===== src/pir_pkg.sv =====
// ****************************************
// Shared constants and carriers
// ****************************************
package pir_pkg;
  // Host configuration offsets (byte addresses)
  localparam logic [7:0] HCFG_CMD_STATUS = 8'h04;
  localparam logic [7:0] HCFG_CLASS = 8'h08;
  localparam logic [7:0] HCFG_MEMBASE_NORMAL = 8'h10;
  localparam logic [7:0] HCFG_MEMBASE_MOVED = 8'h18;
  localparam logic [7:0] HCFG_ROM_BASE = 8'h30;
  localparam logic [7:0] HCFG_PRODUCT_DATA = 8'h40;
  // Local processor offsets
  localparam logic [7:0] LREG_MISC_TWO = 8'h00;
  localparam logic [7:0] LREG_MSG_CTRL = 8'h04;
  localparam logic [7:0] LREG_CLASS = 8'h08;
  localparam logic [7:0] LREG_EE_CTRL = 8'h0c;
  localparam logic [7:0] LREG_ROM_CTRL = 8'h10;
  // Field positions
  localparam int MEM_SPACE_BIT = 1;
  localparam int ROM_EN_BIT = 0;
  localparam int ACCESS_BLOCK_BIT = 0;
  localparam int MSG_EN_BIT = 0;
  localparam int EE_BUSY_BIT = 31;
  // Reset values and the memory base mask
  localparam logic [31:0] CLASS_RESET = 32'h0000_0000;
  localparam logic ACCESS_BLOCK_RESET = 1'b1;
  localparam logic [31:0] ROM_CTRL_RESET = 32'h0000_0000;
  localparam logic [31:0] MEMBASE_MASK = 32'hffff_f000;
  // Load selectors from the serial EEPROM channel
  localparam logic [1:0] LOAD_CLASS = 2'h0;
  localparam logic [1:0] LOAD_ROM_CTRL = 2'h1;
  localparam logic [1:0] LOAD_ROM_BASE = 2'h2;

  // Read-only ROM window control, loaded from EEPROM
  typedef struct packed {
    logic [15:0] translation;  // rom_translation_field
    logic [3:0] unused_hi;
    logic [3:0] transfer_code; // drives transfer_code_lines
    logic [2:0] unused_mid;
    logic [2:0] block_size;    // rom_block_size
    logic [1:0] width;         // rom_width_field
  } pir_rom_ctrl_t;

  // One EEPROM byte write
  typedef struct packed {
    logic [7:0] addr;
    logic [7:0] data;
  } pir_ee_write_t;

  // Register access request
  typedef struct packed {
    logic wr;
    logic [7:0] addr;
    logic [31:0] wdata;
  } pir_reg_req_t;
endpackage : pir_pkg


===== src/pir_rom_window.sv =====
`timescale 1ns/1ns
// How it works
// RULE_01: Message-unit enable moves memory base to 18h
// RULE_02: Software orders block, class, enable, unblock steps
// RULE_03: Access block bit retries every host access
// RULE_04: Class code loads from EEPROM or processor
// RULE_05: Host sets memory space before ROM reads
// RULE_06: ROM base bits 31:16, enable gates hits
// RULE_07: ROM width, block, translation read-only, EEPROM-loaded
// RULE_08: Transfer code lines driven during ROM access
// RULE_09: EEPROM control and product data writes
// RULE_10: ROM hit forwards with translated upper address
module pir_rom_window
  import pir_pkg::*;
#(
  parameter int PD_DEPTH = 16,
  parameter int PD_AW = 4
)
(
  // Clock and reset
  input wire logic clk,
  input wire logic rst,
  // Host configuration port
  input wire logic h_cfg_req,
  input wire pir_reg_req_t h_cfg,
  output logic h_cfg_ack,
  output logic h_cfg_retry,
  output logic [31:0] h_cfg_rdata,
  // Host memory port
  input wire logic h_mem_req,
  input wire logic [31:0] h_mem_addr,
  output logic h_mem_ack,
  output logic h_mem_retry,
  // Local forwarded ROM access
  output logic l_fwd_valid,
  output logic [31:0] l_fwd_addr,
  output logic [3:0] transfer_code_lines,
  input wire logic l_fwd_ready,
  // Local processor register port
  input wire logic l_req,
  input wire pir_reg_req_t l_reg,
  output logic l_ack,
  output logic [31:0] l_rdata,
  // EEPROM load stream
  input wire logic ee_ld_valid,
  input wire logic [1:0] ee_ld_sel,
  input wire logic [31:0] ee_ld_data,
  // EEPROM write request
  output logic ee_wr_valid,
  output pir_ee_write_t ee_wr,
  input wire logic ee_wr_done
);
  // ****************************************
  // State
  // ****************************************
  logic [31:0] class_reg;          // Class code
  logic access_block_reg;          // Withholds host access
  logic msg_enable_reg;            // Message unit enable
  logic mem_space_reg;             // Host memory space enable
  logic [31:0] membase_reg;        // Memory base register
  logic [15:0] rom_base_reg;       // ROM base upper bits
  logic rom_en_reg;                // ROM image enable
  pir_rom_ctrl_t rom_ctrl_reg;     // Read-only window control
  logic [31:0] fwd_addr_reg;       // Held forward address
  logic fwd_busy_reg;              // Forward outstanding
  logic [31:0] h_rdata_reg;        // Host read data
  logic [31:0] l_rdata_reg;        // Local read data
  logic pd_read_reg;               // Host read of product data pending
  logic [PD_AW-1:0] pd_rd_addr_reg;  // Product data read index
  logic [PD_AW-1:0] pd_rd_addr_next; // Next read index
  logic [PD_AW-1:0] pd_rd_sel;     // Index presented to the memory
  logic [7:0] pd_rd_data;          // Memory read data
  logic pd_wr_en;                  // Product data write strobe

  // Memory base offset, steered by message unit enable
  function automatic logic [7:0] membase_offset(input logic moved);
    membase_offset = moved ? HCFG_MEMBASE_MOVED : HCFG_MEMBASE_NORMAL;
  endfunction : membase_offset

  // ****************************************
  // Host access decode
  // ****************************************
  logic h_take;
  logic ee_take_host;
  logic ee_take_local;
  logic rom_hit;

  // Retried while blocked or, for writes to EEPROM, while busy
  assign h_cfg_retry = h_cfg_req & (access_block_reg | // RULE_03
                       (h_cfg.wr & h_cfg.addr == HCFG_PRODUCT_DATA & ee_wr_valid));
  assign h_take = h_cfg_req & ~h_cfg_retry;
  assign h_cfg_ack = h_take;
  assign h_cfg_rdata = pd_read_reg ? {16'h0000, pd_rd_data, 8'h00} : h_rdata_reg;
  assign ee_take_host = h_take & h_cfg.wr & (h_cfg.addr == HCFG_PRODUCT_DATA); // RULE_09
  assign ee_take_local = l_req & l_reg.wr & (l_reg.addr == LREG_EE_CTRL) & ~ee_wr_valid & ~ee_take_host;
  assign pd_wr_en = ee_take_host;
  assign pd_rd_addr_next = h_cfg.wdata[PD_AW+7:8];
  // New index goes straight in, so the byte stands in the cycle after ack
  assign pd_rd_sel = (h_take & ~h_cfg.wr & (h_cfg.addr == HCFG_PRODUCT_DATA)) ? pd_rd_addr_next : pd_rd_addr_reg;

  // Window hit needs memory space, enable and base match
  assign rom_hit = mem_space_reg & rom_en_reg & (h_mem_addr[31:16] == rom_base_reg); // RULE_06
  assign h_mem_retry = h_mem_req & (access_block_reg | fwd_busy_reg | ~rom_hit); // RULE_03
  assign h_mem_ack = l_fwd_valid & l_fwd_ready;
  assign l_fwd_valid = fwd_busy_reg;
  assign l_fwd_addr = fwd_addr_reg;
  // Lines carry the code only while the access is out
  assign transfer_code_lines = fwd_busy_reg ? rom_ctrl_reg.transfer_code : 4'h0; // RULE_08
  assign l_ack = l_req & ~(l_reg.wr & l_reg.addr == LREG_EE_CTRL & (ee_wr_valid | ee_take_host));
  assign l_rdata = l_rdata_reg;

  // ****************************************
  // Product data shadow
  // ****************************************
  pir_product_mem #(.DEPTH(PD_DEPTH), .AW(PD_AW)) u_pd_mem (
    .clk(clk),
    .rst(rst),
    .wr_en(pd_wr_en),
    .wr_addr(h_cfg.wdata[PD_AW-1:0]),
    .wr_data(h_cfg.wdata[15:8]),
    .rd_addr(pd_rd_sel),
    .rd_data(pd_rd_data)
  );

  // ****************************************
  // Local processor writes and EEPROM loads
  // ****************************************
  // Local write wins over a same-cycle EEPROM load
  always_ff @(posedge clk or posedge rst)
  begin
    if (rst)
    begin
      class_reg <= CLASS_RESET;
      access_block_reg <= ACCESS_BLOCK_RESET;
      msg_enable_reg <= 1'b0;
      rom_ctrl_reg <= ROM_CTRL_RESET;
    end
    else
    begin
      if (ee_ld_valid && ee_ld_sel == LOAD_CLASS)
      begin
        class_reg <= ee_ld_data; // RULE_04
      end
      if (ee_ld_valid && ee_ld_sel == LOAD_ROM_CTRL)
      begin
        rom_ctrl_reg <= ee_ld_data; // RULE_07
      end
      if (l_req && l_reg.wr)
      begin
        unique case (l_reg.addr)
          LREG_MISC_TWO: access_block_reg <= l_reg.wdata[ACCESS_BLOCK_BIT]; // RULE_02
          LREG_MSG_CTRL: msg_enable_reg <= l_reg.wdata[MSG_EN_BIT];
          LREG_CLASS: class_reg <= l_reg.wdata; // RULE_04
          default: ;
        endcase
      end
    end
  end

  // Local read data; window control is read-only here too
  always_ff @(posedge clk or posedge rst)
  begin
    if (rst)
    begin
      l_rdata_reg <= 32'h0000_0000;
    end
    else if (l_req && !l_reg.wr)
    begin
      unique case (l_reg.addr)
        LREG_MISC_TWO: l_rdata_reg <= {31'h0, access_block_reg};
        LREG_MSG_CTRL: l_rdata_reg <= {31'h0, msg_enable_reg};
        LREG_CLASS: l_rdata_reg <= class_reg;
        LREG_EE_CTRL: l_rdata_reg <= {ee_wr_valid, 15'h0, ee_wr};
        LREG_ROM_CTRL: l_rdata_reg <= rom_ctrl_reg;
        default: l_rdata_reg <= 32'h0000_0000;
      endcase
    end
  end

  // ****************************************
  // Host configuration registers
  // ****************************************
  // Class and window control are not host-writable
  always_ff @(posedge clk or posedge rst)
  begin
    if (rst)
    begin
      mem_space_reg <= 1'b0;
      membase_reg <= 32'h0000_0000;
      rom_base_reg <= 16'h0000;
      rom_en_reg <= 1'b0;
    end
    else
    begin
      if (ee_ld_valid && ee_ld_sel == LOAD_ROM_BASE)
      begin
        rom_base_reg <= ee_ld_data[31:16];
        rom_en_reg <= ee_ld_data[ROM_EN_BIT];
      end
      if (h_take && h_cfg.wr)
      begin
        if (h_cfg.addr == HCFG_CMD_STATUS)
        begin
          mem_space_reg <= h_cfg.wdata[MEM_SPACE_BIT]; // RULE_05
        end
        if (h_cfg.addr == membase_offset(msg_enable_reg))
        begin
          membase_reg <= h_cfg.wdata & MEMBASE_MASK; // RULE_01
        end
        if (h_cfg.addr == HCFG_ROM_BASE)
        begin
          rom_base_reg <= h_cfg.wdata[31:16]; // RULE_06
          rom_en_reg <= h_cfg.wdata[ROM_EN_BIT];
        end
      end
    end
  end

  // Host read data
  always_ff @(posedge clk or posedge rst)
  begin
    if (rst)
    begin
      h_rdata_reg <= 32'h0000_0000;
      pd_read_reg <= 1'b0;
      pd_rd_addr_reg <= '0;
    end
    else
    begin
      pd_read_reg <= h_take && !h_cfg.wr && h_cfg.addr == HCFG_PRODUCT_DATA;
      if (h_take && !h_cfg.wr)
      begin
        if (h_cfg.addr == HCFG_CMD_STATUS)
        begin
          h_rdata_reg <= {30'h0, mem_space_reg, 1'b0};
        end
        else if (h_cfg.addr == HCFG_CLASS)
        begin
          h_rdata_reg <= class_reg;
        end
        else if (h_cfg.addr == membase_offset(msg_enable_reg))
        begin
          h_rdata_reg <= membase_reg; // RULE_01
        end
        else if (h_cfg.addr == HCFG_ROM_BASE)
        begin
          h_rdata_reg <= {rom_base_reg, 15'h0, rom_en_reg};
        end
        else
        begin
          h_rdata_reg <= 32'h0000_0000;
        end
      end
      if (h_take && h_cfg.wr && h_cfg.addr == HCFG_PRODUCT_DATA)
      begin
        pd_rd_addr_reg <= h_cfg.wdata[PD_AW-1:0];
      end
      else if (h_take && !h_cfg.wr && h_cfg.addr == HCFG_PRODUCT_DATA)
      begin
        pd_rd_addr_reg <= pd_rd_addr_next;
      end
    end
  end

  // ****************************************
  // ROM window forwarding
  // ****************************************
  // One access at a time; the host is retried until it returns
  always_ff @(posedge clk or posedge rst)
  begin
    if (rst)
    begin
      fwd_busy_reg <= 1'b0;
      fwd_addr_reg <= 32'h0000_0000;
    end
    else if (fwd_busy_reg)
    begin
      if (l_fwd_ready)
      begin
        fwd_busy_reg <= 1'b0;
      end
    end
    else if (h_mem_req && !h_mem_retry)
    begin
      fwd_busy_reg <= 1'b1;
      fwd_addr_reg <= {rom_ctrl_reg.translation, h_mem_addr[15:0]}; // RULE_10
    end
  end

  // ****************************************
  // EEPROM write request
  // ****************************************
  // Request holds until the EEPROM channel reports done
  always_ff @(posedge clk or posedge rst)
  begin
    if (rst)
    begin
      ee_wr_valid <= 1'b0;
      ee_wr <= '0;
    end
    else if (ee_wr_valid)
    begin
      if (ee_wr_done)
      begin
        ee_wr_valid <= 1'b0;
      end
    end
    else if (ee_take_host)
    begin
      ee_wr_valid <= 1'b1; // RULE_09
      // Index becomes the EEPROM address, the byte its data
      ee_wr <= {h_cfg.wdata[7:0], h_cfg.wdata[15:8]};
    end
    else if (ee_take_local)
    begin
      ee_wr_valid <= 1'b1; // RULE_09
      ee_wr <= l_reg.wdata[15:0];
    end
  end
endmodule : pir_rom_window


===== src/pir_product_mem.sv =====
`timescale 1ns/1ns
// ****************************************
// Product data shadow memory
// ****************************************
module pir_product_mem
  import pir_pkg::*;
#(
  parameter int DEPTH = 16,
  parameter int AW = 4
)
(
  // Clock and reset
  input wire logic clk,
  input wire logic rst,
  // Write port
  input wire logic wr_en,
  input wire logic [AW-1:0] wr_addr,
  input wire logic [7:0] wr_data,
  // Read port, data registered
  input wire logic [AW-1:0] rd_addr,
  output logic [7:0] rd_data
);
  // Storage, no reset needed on the array
  logic [7:0] mem_reg [DEPTH];

  // Array write
  always_ff @(posedge clk)
  begin
    if (wr_en)
    begin
      mem_reg[wr_addr] <= wr_data;
    end
  end

  // Registered read
  always_ff @(posedge clk or posedge rst)
  begin
    if (rst)
    begin
      rd_data <= 8'h00;
    end
    else
    begin
      rd_data <= mem_reg[rd_addr];
    end
  end
endmodule : pir_product_mem


===== config.mk =====
export PLATFORM = sky130hd
export DESIGN_NAME = pir_rom_window
export DESIGN_NICKNAME = d
export VERILOG_FILES = /design/src/pir_pkg.sv /design/src/pir_rom_window.sv /design/src/pir_product_mem.sv
export SDC_FILE = /design/constraint.sdc
export NUM_CORES = 1
export LEC_CHECK = 0
export ABC_AREA = 1
export BUFFER_PORTS_ARGS = -buffer_cell sky130_fd_sc_hd__buf_2
export CAP_MARGIN = 20
export CORE_MARGIN = 8
export CORE_UTILIZATION = 45
export DETAILED_ROUTE_END_ITERATION = 8
export PLACE_DENSITY = 0.74
export SLEW_MARGIN = 15
export SYNTH_ARGS = -nofsm -noshare
export SYNTH_HDL_FRONTEND = slang
export SYNTH_SLANG_ARGS = --single-unit
export TNS_END_PERCENT = 100

===== constraint.sdc =====
create_clock -name clk -period 8.36 [get_ports clk]
set_input_delay 1.672 -clock clk [delete_from_list [all_inputs] [get_ports clk]]
set_output_delay 1.672 -clock clk [all_outputs]
set_load 0.02 [all_outputs]

; Yosys cells after proc, flatten, opt, wreduce, memory -nomap -nowiden
; Memories as Yosys holds them, arrays and structs flattened. A register that Yosys moved wholly into a read port is not among the register bits.
; Cells that the tools add are included.
[word_totals]
register_bits = 223
mem_bits_rw = 128
inputBits = 156
output_inout_bits = 123
memories = 1
[memory_table]
columns = memory, words, width, rd, rd_clocked_by_memory_dff, wr, line
row1 = u_pd_mem.mem_reg, 16, 8, 1, 1, 1, pir_product_mem.sv:24  ; logic [7:0] mem_reg [DEPTH];
[op_classes]
n_eq_ne = 12
muxes = 31
bitwise = 30
reduce_logical = 23
[ops]
columns = op, count
row1 = $mux W32, 8
row2 = $pmux W32 S5, 1
row3 = $mux W16, 5
row4 = $eq A8 B4 Y1 const B, 3
row5 = $mux W4, 5
row6 = $and A1 B1 Y1, 19
row7 = $eq A16 B16 Y1, 1
row8 = $eq A8 B3 Y1 const B, 2
row9 = $mux W1, 12
row10 = $reduce_and A2 Y1, 6
row11 = $logic_and A1 B1 Y1, 10
row12 = $eq A8 B5 Y1, 1
row13 = $eq A8 B5 Y1 const B, 1
row14 = $eq A8 B6 Y1 const B, 1
row15 = $eq A8 B7 Y1 const B, 1
row16 = $logic_not A8 Y1, 1
row17 = $not A1 Y1, 7
row18 = $or A1 B1 Y1, 4
row19 = $reduce_bool A2 Y1, 2
row20 = $logic_not A1 Y1, 3
row21 = $eq A2 B1 Y1 const B, 1
row22 = $eq A2 B2 Y1 const B, 1
row23 = $logic_not A2 Y1, 1

; Longest topological paths before layout
[logic_depth]
word_depth = 14
mapped_depth = 15
ltp_nobuf = 13

; By module
; Synthesis repeated with hierarchy kept, for this count alone.
[hier_totals]
hier_cells = 2013
area_unflattened_um2 = 16986.3
[modules_own_cells]
columns = mod, instances, cells_per_inst, area_each_um2
row1 = pir_rom_window, 1, 1461, 11175.7
row2 = pir_product_mem, 1, 552, 5810.6

; Worst setup path before layout
; OpenSTA, ideal clock, no wires.
[synth_timing]
kind = in2out
start = input h_cfg[37] (netlist bit)
end = output l_ack
arrival_ps = 3188
required_time_ps = 6688
setup_slack_ps = 3500
path_stages = 13
n_path_buf = 2
cell_sequence = inv_1 nand2_1 nor2_1 nand3_2 nand3_2 nor2_1 inv_2 nor2_2 buf_6 buf_2 nor2_1 inv_1 a31oi_1
[synth_via]
elab_chain_cells = 13
[synth_rtl]
columns = element, line
row1 = from (decl), pir_rom_window.sv:25  ; input wire pir_reg_req_t h_cfg,
row2 = $eq A8 B7 Y1 *, "pir_rom_window.sv:90, pir_rom_window.sv:94"
row3 = $and A1 B1 Y1 (2 in series), pir_rom_window.sv:90  ; (h_cfg.wr & h_cfg.addr == HCFG_PRODUCT_DATA & ee_wr_valid));
row4 = $or A1 B1 Y1, pir_rom_window.sv:89  ; assign h_cfg_retry = h_cfg_req & (access_block_reg |
row5 = $and A1 B1 Y1, pir_rom_window.sv:89
row6 = $not A1 Y1, pir_rom_window.sv:91  ; assign h_take = h_cfg_req & ~h_cfg_retry;
row7 = $and A1 B1 Y1, pir_rom_window.sv:91
row8 = $and A1 B1 Y1, pir_rom_window.sv:94  ; assign ee_take_host = h_take & h_cfg.wr & (h_cfg.addr == HCFG_PRODUCT_DATA);
row9 = $and A1 B1 Y1 *, pir_rom_window.sv:94
row10 = $or A1 B1 Y1 *, pir_rom_window.sv:109  ; assign l_ack = l_req & ~(l_reg.wr & l_reg.addr == LREG_EE_CTRL & (ee_wr_valid | ee_take_host));
row11 = $and A1 B1 Y1 *, pir_rom_window.sv:109
row12 = $not A1 Y1 *, pir_rom_window.sv:109
row13 = $and A1 B1 Y1 *, pir_rom_window.sv:109
row14 = to (decl), pir_rom_window.sv:42  ; output logic l_ack,
; Mark *: on every way between the ends. The rest lies on a longest branch, timed or not.

; Worst setup path after layout
; Same ends and word-level chain as after synthesis.

==> metrics.cfg <==
[status]
status=completed

[power_and_ir_drop]
p_leak_nw=9.86
vdd_ir_drop_max_uv=115
total_power_mw=4.07
powerDensity_mw_per_mm2=207

[worst_hold_path]
hold_class=reg -> reg

[synth]
netlist.area_leader.share=0.347
ys_ff_latch=359
async_flop_share=0.643
syn_avg_cell_area_um2=9.00
synth_fa_ha_area_frac=0
yosysSeqAreaShare=0.580
synth-xor-area-share=0.00422
synth_cell_types=46
syn_nets=1998
yosysTopAreaCell=dfrtp_1
synth_area_leaders=dfrtp_1 (35%), edfxtp_1 (23%), nand2_1 (11%)
synth_flop_cell=dfrtp_1
synth-simple-area-share=0.194
synth_top_family_by_area=simple AND/OR/NAND/NOR gates
synth_edf_count=128
yosysWarnings=0
synth_area_mm2=0.0166
netlist_instances=1842
synth_compound_gate_area_share=0.0901
synthTopCellsByCount=nand2_1 (481), inv_1 (299), dfrtp_1 (230)
synth_most_common_cell=nand2_1
synthMuxAreaShare=0.0387

[clock_tree]
cts_buffers=39
clock_path_buffers=3
insertion_delay_ns=0.54
cts_hold_buf=0
cts_tree=built
post_cts_buffers=0
htree_levels=2
clk_pin_slew_worst_paths_ns=0.06
cts_root_buffer=clkbuf_16
cts.repair.resized=0
cts_sinks=359

[timing]
min_period_ns=5.46
slew_violations=0
fmax_ghz=0.183
hold_viol=0
maxSlewHeadroom=0.234
finClkSkew_ns=0.0239
worst_pin_slew_ns=1.15
finalWorstSetupSlack_ns=2.90
rsz0062_at_grt=no
setup_viol=0
post-route-period-util=0.653
tns_ns=0

[finish]
n_fill_cell=3288
syn_to_final_growth_pct=18.6
final_cell_area_mm2=0.0197
fin_nets=2251
drive_above_1_share=0.208
largest_register_ffs=128
final_util=0.540

[placed_design]
gp_congestion=0.948
dpl_worst_slack_ns=3.02
dp_hpwl_um=37400
io_buffers=278
place_area_mm2=0.0183

[detailed_routing]
finalWirelength_um=52700
routed_via_density=5.34
ant_nets=0
wl_per_cell_um=20.3
dr_total_vias=13884
drt_iter0_drc=1352
firstDrtPassIters=6
drc_errors=0

[worst_setup_path]
endpoint_kind=primary output
required_ns=6.69
crit_arrival_ns=3.78
worstSetupStartpointType=primary input
path_max_fanout=20
worst-r2r-setup-slack_ns=4.51
crit_type=in -> out

[global_route]
grt_antenna_before_repair=9
gr-usage-all-layers=0.236
grt.overflow.total=0
grt_pass1_wl_um=80200
grt_pass1_vias=13719
grt_start_max_net_pins=162

[die]
die_h_um=208
die_w_um=208
io_pins=279
start_util=0.455
dieArea_mm2=0.0433
core_mm2=0.0364
row_count=70

[run]
maxCapViolations=0

==> worst paths after layout <==
kind,start,cells past startpoint,end
min,l_fwd_addr[3],2,l_fwd_addr[3]
max reg2reg,ee_wr_valid,11,u_pd_mem.mem_reg[3][4]
min reg2reg,l_fwd_addr[3],2,l_fwd_addr[3]
max,h_cfg[37],10,l_ack
min in group asynchronous,rst,2,rom_ctrl_reg[13]
max in group asynchronous,rst,3,h_rdata_reg[13]
==> kinds of logic (layout without fill, tap and decap cells) <==
kind of cell,after synthesis,count (layout)
muxes,57,57
xor gates and xnor gates,8,8
AOI/OAI and AO/OA,280,280
other,0,8
and+or+nand+nor,749,749
DFF,359,359
buffers and inverters,389,672
==> metrics by stage <==
stage | hold slack (ns) | cells
global placement | 0.457 | 2519
global route | 0.500 | 2601
CTS | 0.478 | 2591
detailed placement | 0.461 | 2520
floorplan | 0.449 | 1842
finish | 0.475 | 2601
==> layout make-up <==
type	count	area, µm²	area share
clock buffer	54	1130	0.0576
tap	468	586	0.0298
timing repair buffer	293	1540	0.0783
inverter	308	1170	0.0594
clock inverter	17	154	0.00783
sequential	359	9630	0.489
multi-input combinational	1094	5440	0.277
antenna	8	20.0	0.00102
==> placed cells by master (no fill, tap or decap), types with 4 or more instances in the layout <==
master	n
nand4_1	7
inv_1	298
nor4_1	5
nand2_1	479
nand2_2	4
buf_2	278
edfxtp_1	128
buf_4	12
nand3_2	4
o22ai_1	18
clkbuf_8	8
a21oi_1	18
nand3b_1	11
nor2_2	4
nor2_1	60
o211ai_1	5
clkinv_1	9
clkinv_2	4
dfrtp_1	230
mux2_2	57
xnor2_1	6
inv_2	6
clkbuf_1	6
clkbuf_16	40
diode_2	8
o21ai_0	220
nand3_1	163
==> worst max-delay path, cell delays in order <==
cell and delay [ns]:
buf_2 0.11, inv_1 0.07, nand2_1 0.07, nor2_1 0.49, nand2_2 0.24, nor2_2 0.69
nor2_1 0.10, inv_1 0.09, a31oi_1 0.07, buf_2 0.19
==> power breakdown <==
part           switching (mW)  internal, mW
combinational           0.232         0.131
sequential             0.0738          1.91
clock                   0.713          1.01
total                    1.02          3.05
==> metal layers <==
metal / vias up / track usage / part of all wire
met2: 703 / 0.370 / 0.45
met5: - / 0 / 0.00025
met4: 2 / 0.0906 / 0.037
li1: 6445 / - / -
met3: 113 / 0.0547 / 0.094
met1: 6621 / 0.316 / 0.41
No activity file was read; power rests on OpenSTA's default activity.
